## src/cses_defs.svh

```systemverilog
// Purpose: Constants for the command structure byte/word swap block
// Assumes: Address buffer port control field holds the swap bits
// Notes:   Bit positions inside the control field are local choices
`ifndef CSES_DEFS_SVH
`define CSES_DEFS_SVH

// =====================================================================
// Control field bits
`define CSES_CTRL_W         8
`define CSES_CTRL_BYTE_SWAP 0
`define CSES_CTRL_WORD_SWAP 1

// =====================================================================
// Parameter block double-word offsets
`define CSES_PB_CMD_ID   8'h00
`define CSES_PB_FLAGS    8'h04
`define CSES_PB_ADDR     8'h08
`define CSES_PB_COUNT    8'h0c
`define CSES_DW_W        32

`endif

```

## src/cses_pkg.sv

```systemverilog
// Purpose: Types for the command structure byte/word swap block
// Assumes: cses_defs.svh provides widths
// Notes:   cses_dword_type carries a double-word with its kind marker
`include "cses_defs.svh"
package cses_pkg;

  // =====================================================================
  // Swap configuration
  typedef struct packed {
    logic word_swap;
    logic byte_swap;
  } cses_swap_type;

  // =====================================================================
  // One double-word in flight
  typedef struct packed {
    logic                    valid;
    logic                    is_struct;
    logic [`CSES_DW_W-1:0]   data;
  } cses_dword_type;

  // =====================================================================
  // Parameter block double-word 04H fields, big-endian view
  typedef struct packed {
    logic [7:0] flags2;
    logic [7:0] flags1;
    logic [7:0] addr_mod;
    logic [7:0] target_id;
  } cses_pb_flags_type;

endpackage

```

## src/cses_swap.sv

```systemverilog
// What this block does
// - With no swap bit set, structure double-words pass in big-endian order, MSB at lowest byte.
// - Byte swap and word swap are two independent controls usable alone or together.
// - Swap controls are latched from the control field of the first address buffer port word.
// - Swapping acts on whole 32-bit double-words regardless of the field sizes inside them.
// - Payload data passes unchanged whatever the swap settings are.
// - Parameter block: 00H id, 04H flags2/flags1/addr-mod/target, 08H address, 0CH count.
// - For a little-endian host the byte at offset 3 takes the place of big-endian offset 0.
// - Both swaps together give automatic full reordering for a little-endian host.
//
// Purpose: Converts command structure double-words between host and internal order
// Assumes: One clock; host side words already synchronous to clk
// Notes:   Same conversion serves fetch and return; it is its own inverse
`timescale 1ns/1ps
`include "cses_defs.svh"
module cses_swap (
  // Clock and reset
  input  wire logic                  clk,
  input  wire logic                  nrst,
  // Address buffer port word
  input  wire logic                  abp_wr,
  input  wire logic                  abp_first,
  input  wire logic [`CSES_CTRL_W-1:0] abp_ctrl,
  // Fetch from host memory
  input  wire cses_pkg::cses_dword_type fetch_in,
  output cses_pkg::cses_dword_type   fetch_out,
  // Return to host memory
  input  wire cses_pkg::cses_dword_type ret_in,
  output cses_pkg::cses_dword_type   ret_out,
  // Decoded parameter block view
  input  wire logic [7:0]            fetch_offset,
  output cses_pkg::cses_pb_flags_type pb_flags,
  output logic [`CSES_DW_W-1:0]      pb_cmd_id,
  output logic [`CSES_DW_W-1:0]      pb_host_addr,
  output logic [`CSES_DW_W-1:0]      pb_xfer_count,
  // Current configuration
  output cses_pkg::cses_swap_type    swap_cfg
);
  import cses_pkg::*;

  // =====================================================================
  // Next values and shared nets
  cses_swap_type         swap_cfg_nxt;
  cses_dword_type        fetch_out_nxt;
  cses_dword_type        ret_out_nxt;
  cses_pb_flags_type     pb_flags_nxt;
  logic [`CSES_DW_W-1:0] pb_cmd_id_nxt;
  logic [`CSES_DW_W-1:0] pb_host_addr_nxt;
  logic [`CSES_DW_W-1:0] pb_xfer_count_nxt;
  logic [`CSES_DW_W-1:0] fetch_conv;
  logic                  cfg_load;
  logic                  pb_word;

  // =====================================================================
  // Single swap steps
  function automatic logic [`CSES_DW_W-1:0] swap_bytes(input logic [`CSES_DW_W-1:0] d);
    logic [`CSES_DW_W-1:0] t;
    t = {d[23:16], d[31:24], d[7:0], d[15:8]};
    return t;
  endfunction

  function automatic logic [`CSES_DW_W-1:0] swap_halves(input logic [`CSES_DW_W-1:0] d);
    logic [`CSES_DW_W-1:0] t;
    t = {d[15:0], d[31:16]};
    return t;
  endfunction

  // =====================================================================
  // Parameter block slot decode
  function automatic logic pb_slot(input logic [7:0] offs, input logic [7:0] slot);
    logic hit;
    hit = (offs == slot);
    return hit;
  endfunction

  // =====================================================================
  // Conversion function
  function automatic logic [`CSES_DW_W-1:0] conv(input logic [`CSES_DW_W-1:0] d,
                                                  input cses_swap_type s);
    logic [`CSES_DW_W-1:0] t;
    t = d;
    if (s.byte_swap) begin
      t = swap_bytes(t);
    end
    if (s.word_swap) begin
      t = swap_halves(t);
    end
    return t;
  endfunction

  function automatic cses_dword_type pass(input cses_dword_type w, input cses_swap_type s);
    cses_dword_type o;
    o = w;
    if (w.is_struct) begin
      o.data = conv(w.data, s);
    end
    return o;
  endfunction

  // =====================================================================
  // Swap configuration capture
  // first word only
  assign cfg_load = abp_wr && abp_first;

  always_comb begin
    swap_cfg_nxt = swap_cfg;
    if (cfg_load) begin
      swap_cfg_nxt.byte_swap = abp_ctrl[`CSES_CTRL_BYTE_SWAP];
      swap_cfg_nxt.word_swap = abp_ctrl[`CSES_CTRL_WORD_SWAP];
    end
  end

  always_ff @(posedge clk or negedge nrst) begin
    if (!nrst) begin
      swap_cfg <= '0;
    end else begin
      swap_cfg <= swap_cfg_nxt;
    end
  end

  // =====================================================================
  // Fetch path
  // no bits, no change
  always_comb begin
    fetch_out_nxt = pass(fetch_in, swap_cfg);
  end

  always_ff @(posedge clk or negedge nrst) begin
    if (!nrst) begin
      fetch_out <= '0;
    end else begin
      fetch_out <= fetch_out_nxt;
    end
  end

  // =====================================================================
  // Return path
  // same per-word rule
  always_comb begin
    ret_out_nxt = pass(ret_in, swap_cfg);
  end

  always_ff @(posedge clk or negedge nrst) begin
    if (!nrst) begin
      ret_out <= '0;
    end else begin
      ret_out <= ret_out_nxt;
    end
  end

  // =====================================================================
  // Parameter block next values
  // structure words only
  assign pb_word    = fetch_in.valid && fetch_in.is_struct;
  assign fetch_conv = conv(fetch_in.data, swap_cfg);

  always_comb begin
    pb_cmd_id_nxt     = pb_cmd_id;
    pb_flags_nxt      = pb_flags;
    pb_host_addr_nxt  = pb_host_addr;
    pb_xfer_count_nxt = pb_xfer_count;
    if (pb_word && pb_slot(fetch_offset, `CSES_PB_CMD_ID)) begin
      pb_cmd_id_nxt = fetch_conv;
    end
    if (pb_word && pb_slot(fetch_offset, `CSES_PB_FLAGS)) begin
      pb_flags_nxt = cses_pb_flags_type'(fetch_conv);
    end
    if (pb_word && pb_slot(fetch_offset, `CSES_PB_ADDR)) begin
      pb_host_addr_nxt = fetch_conv;
    end
    if (pb_word && pb_slot(fetch_offset, `CSES_PB_COUNT)) begin
      pb_xfer_count_nxt = fetch_conv;
    end
  end

  // =====================================================================
  // Parameter block registers
  // command identifier
  always_ff @(posedge clk or negedge nrst) begin
    if (!nrst) begin
      pb_cmd_id <= '0;
    end else begin
      pb_cmd_id <= pb_cmd_id_nxt;
    end
  end

  always_ff @(posedge clk or negedge nrst) begin
    if (!nrst) begin
      pb_flags <= '0;
    end else begin
      pb_flags <= pb_flags_nxt;
    end
  end

  always_ff @(posedge clk or negedge nrst) begin
    if (!nrst) begin
      pb_host_addr <= '0;
    end else begin
      pb_host_addr <= pb_host_addr_nxt;
    end
  end

  always_ff @(posedge clk or negedge nrst) begin
    if (!nrst) begin
      pb_xfer_count <= '0;
    end else begin
      pb_xfer_count <= pb_xfer_count_nxt;
    end
  end

endmodule

```

## config.mk

```make
export PLATFORM = sky130hd
export DESIGN_NAME = cses_swap
export DESIGN_NICKNAME = d
export VERILOG_FILES = /design/src/cses_pkg.sv /design/src/cses_swap.sv
export VERILOG_INCLUDE_DIRS = /design/src
export SDC_FILE = /design/constraint.sdc
export NUM_CORES = 1
export LEC_CHECK = 0
export ABC_CLOCK_PERIOD_IN_PS = 1800
export BUFFER_PORTS_ARGS = -buffer_cell sky130_fd_sc_hd__buf_2
export CORE_ASPECT_RATIO = 0.5
export CORE_UTILIZATION = 40
export DETAILED_ROUTE_END_ITERATION = 8
export PLACE_DENSITY = 0.65
export SLEW_MARGIN = 10
export SYNTH_ARGS = -nofsm -noshare
export SYNTH_HDL_FRONTEND = slang
export SYNTH_SLANG_ARGS = --single-unit
export TNS_END_PERCENT = 1
```

## constraint.sdc

```tcl
create_clock -name clk -period 1.8 [get_ports clk]
set_clock_uncertainty 0.2 [all_clocks]
set_input_delay 0.18 -clock clk [delete_from_list [all_inputs] [get_ports clk]]
set_output_delay 0.18 -clock clk [all_outputs]
set_load 0.01 [all_outputs]
```

==> impl_metrics.py <==
metrics = {
    "status": {
        "violations": "negative setup slack",
        "outcome": "complete, but fails checks",
    },
    "placed_design": {
        "pre_cts_slack_ns": -0.145,
        "hpwl_mm": 16.3,
        "gp_congestion": 0.816,
        "port_buffers": 279,
        "placed_area_mm2": 0.0107,
    },
    "drt": {
        "drtAntennaViolNets": 0,
        "route.detailed.wl_per_inst_um": 19.9,
        "drt_iter0_drc": 306,
        "drc": 0,
        "vias": 6138,
        "drt_first_pass_iters": 4,
        "wl_mm": 23.9,
        "viasPerCell": 5.12,
    },
    "timing": {
        "rsz0062_at_grt": "yes",
        "final.setup.worst_slack_ns": -0.141,
        "finalSetupViolCount": 171,
        "drv_slew": 0,
        "slew_headroom": 0.612,
        "worstMarginPinSlew_ns": 0.582,
        "min_period_ns": 1.94,
        "hold_violations": 0,
        "fin_crit_sh": 1.08,
        "holdWs_ns": 0.0233,
        "fmax_mhz": 515,
    },
    "grt": {
        "grt_use_total": 0.219,
        "grt_pass1_wl_mm": 36.7,
        "grt_antenna_before_repair": 0,
        "grt_max_degree": 49,
        "grt_pass1_vias": 6576,
        "overflow": 0,
    },
    "final_layout": {
        "finalInstanceArea_mm2": 0.0121,
        "fillers": 1688,
        "syn_to_final_growth_pct": 39.0,
        "layout-drive-gt1-share": 0.631,
        "postLayoutCoreUtil": 0.579,
        "diodes": 0,
        "final_nets": 982,
    },
    "setup_path": {
        "required_ns": 1.92,
        "ff2ff_path_depth": 3,
        "crit_buf_inv": 1,
        "reg2reg_slack_ns": -0.14,
        "worstPathMaxFanout": 9,
        "cp_top_family": "multiplexers",
        "reg2reg_from": "swap_cfg[0]",
        "cp-end-kind": "register",
        "path_depth": 3,
        "crit_type": "register to register",
        "start_kind": "register",
        "worstSetupStartpoint": "swap_cfg[0]",
        "cp_cell_sequence": "buf_16 > mux4_2 > mux2_2",
        "crit_slowest_cell": "mux4_2",
        "slowest_delay_ns": 0.60,
        "reg2reg_to": "pb_flags[24]",
        "crit_arrival_ns": 2.06,
        "crit_end": "pb_flags[24]",
    },
    "clock_network": {
        "cts.sinks": 198,
        "clock_latency_ns": 0.44,
        "postCtsSetupBuffers": 0,
        "cts_made_buffers": 17,
        "root_buffer": "clkbuf_16",
        "cts_tree": "done",
        "htree_num_levels": 4,
        "cts.path.max_buffers": 2,
        "path_clk_slew_ns": 0.07,
    },
    "die": {
        "fp.dieW_um": 211,
        "start_util": 0.417,
        "core_mm2": 0.0210,
        "fp-row-count": 37,
        "die_h_um": 107,
        "num_io_pins": 286,
        "die_area_mm2": 0.0225,
    },
    "synthesis": {
        "seq_area_frac_synth": 0.567,
        "ys_warn_count": 0,
        "synth_area_mm2": 0.00874,
        "syn_inst": 530,
        "syn_nets": 618,
        "ys_ff_latch": 198,
        "syn_avg_cell_area_um2": 16.5,
        "ys_types": 18,
    },
    "job": {
        "max-cap-violations": 0,
    },
    "hold_path": {
        "holdCritPathClass": "input port to asynchronous set/reset pin",
    },
    "pwr": {
        "p_leak_nw": 6.38,
        "p_per_area_mw_per_mm2": 929,
        "vdd_drop_max_mv": 0.713,
        "power_mw": 11.3,
    },
}
## synthesized netlist by cell type
cell type,n,area [um^2]
dfrtp_1,198,4950
mux2_2,189,2130
mux2i_1,64,641
mux4_2,32,721
buf_2,21,105
clkbuf_1,5,18.8
mux2_1,5,56.3
buf_4,4,30.0
buf_1,2,7.51
nand4b_1,2,17.5
and4bb_2,1,12.5
buf_6,1,11.3
clkbuf_2,1,5.00
nand2_1,1,3.75
nand3_1,1,5.00
nand4_1,1,6.26
nor2_1,1,3.75
nor4_2,1,12.5
## cell usage in the layout (no fill, tap or decap)
| cell type | netlist | final |
|---|---|---|
| dfrtp_1 | 198 | 196 |
| and4bb_2 | 1 | 1 |
| clkbuf_1 | 5 | 2 |
| nor4_2 | 1 | 1 |
| buf_4 | 4 | 14 |
| clkinv_2 | 0 | 1 |
| clkinv_4 | 0 | 3 |
| nand4_1 | 1 | 1 |
| dlygate4sd3_1 | 0 | 72 |
| inv_6 | 0 | 2 |
| dfrtp_4 | 0 | 2 |
| nand4b_1 | 2 | 2 |
| mux4_2 | 32 | 32 |
| clkinvlp_4 | 0 | 1 |
| clkbuf_16 | 0 | 17 |
| mux2_4 | 0 | 19 |
| bufinv_16 | 0 | 3 |
| nand2_1 | 1 | 1 |
| clkbuf_8 | 0 | 2 |
| buf_6 | 1 | 3 |
| mux2i_2 | 0 | 4 |
| buf_12 | 0 | 8 |
| nor2_1 | 1 | 1 |
| buf_2 | 21 | 278 |
| inv_8 | 0 | 2 |
| nand3_2 | 0 | 1 |
| mux2i_1 | 64 | 60 |
| mux2_2 | 189 | 175 |
| buf_16 | 0 | 3 |
## repair_timing
| action | CTS | global route |
|---|---|---|
| setup endpoints to repair | 173 | 193 |
| endpoints found under the hold margin | 267 | 0 |
| resized for setup | 9 | 18 |
| gates cloned | 2 | 0 |
| hold buffers | 72 | 0 |
## kinds of logic (layout without fill, tap and decap cells)
| kind of cell | after synthesis | in the layout | share of synthesized area |
|---|---|---|---|
| buffers and inverters | 34 | 411 | 0.0203 |
| DFF | 198 | 198 | 0.567 |
| muxes | 290 | 290 | 0.406 |
| and+or+nand+nor | 8 | 8 | 0.00701 |
## flip-flops by register name, summed over array words and instances (netlist names)
signal / flops
fetch_out: 34
ret_out: 34
pb_cmd_id: 32
pb_flags: 32
pb_host_addr: 32
pb_xfer_count: 32
swap_cfg: 2
## layer usage
metal | track usage | share of wire | wire [um]
met4 | 0.0849 | 0.025 | 601
met1 | 0.278 | 0.44 | 10500
met5 | 0 | 0 | 0
met3 | 0.0523 | 0.040 | 947
met2 | 0.363 | 0.49 | 11800
## worst reg2reg max path: stages, from the launching register on
cell,delay (ns)
dfrtp_4,0.53
buf_16,0.18
mux4_2,0.60
mux2_2,0.30
## layout make-up
| cell class | count | area, um^2 | area share |
|---|---|---|---|
| Sequential cell | 198 | 4960 | 0.408 |
| Multi-Input combinational cell | 298 | 3700 | 0.304 |
| Timing Repair Buffer | 379 | 2510 | 0.206 |
| Clock buffer | 20 | 447 | 0.0368 |
| Tap cell | 292 | 365 | 0.0301 |
| Clock inverter | 12 | 169 | 0.0139 |
## how the worst min path moves through the flow
| stage | from | cells after the start | slack [ns] | to |
|---|---|---|---|---|
| 2_1_floorplan | nrst | 0 | -0.32 | fetch_out[0] |
| 3_3_place_gp | nrst | 1 | -0.07 | ret_out[12] |
| 3_5_place_dp | nrst | 1 | -0.06 | ret_out[13] |
| 4_1_cts | nrst | 2 | 0.009 | ret_out[12] |
| 5_1_grt | nrst | 2 | 0.02 | ret_out[21] |
| 6_report | nrst | 2 | 0.02 | ret_out[13] |
## report_power, final
group / switching, mW / total [mW] / internal (mW)
Clock: 1.75 / 4.00 / 2.26
Combinational: 1.19 / 2.39 / 1.20
Sequential: 0.129 / 4.90 / 4.77
## stage by stage
step | cells | TNS (ns)
after global placement | 1093 | -13.22
after global routing | 1199 | -23.25
final | 1199 | -13.96
after floorplan | 530 | -5.71
after detailed placement | 1093 | -14.87
after CTS | 1199 | -17.39
(Power assumes the default switching activity.)
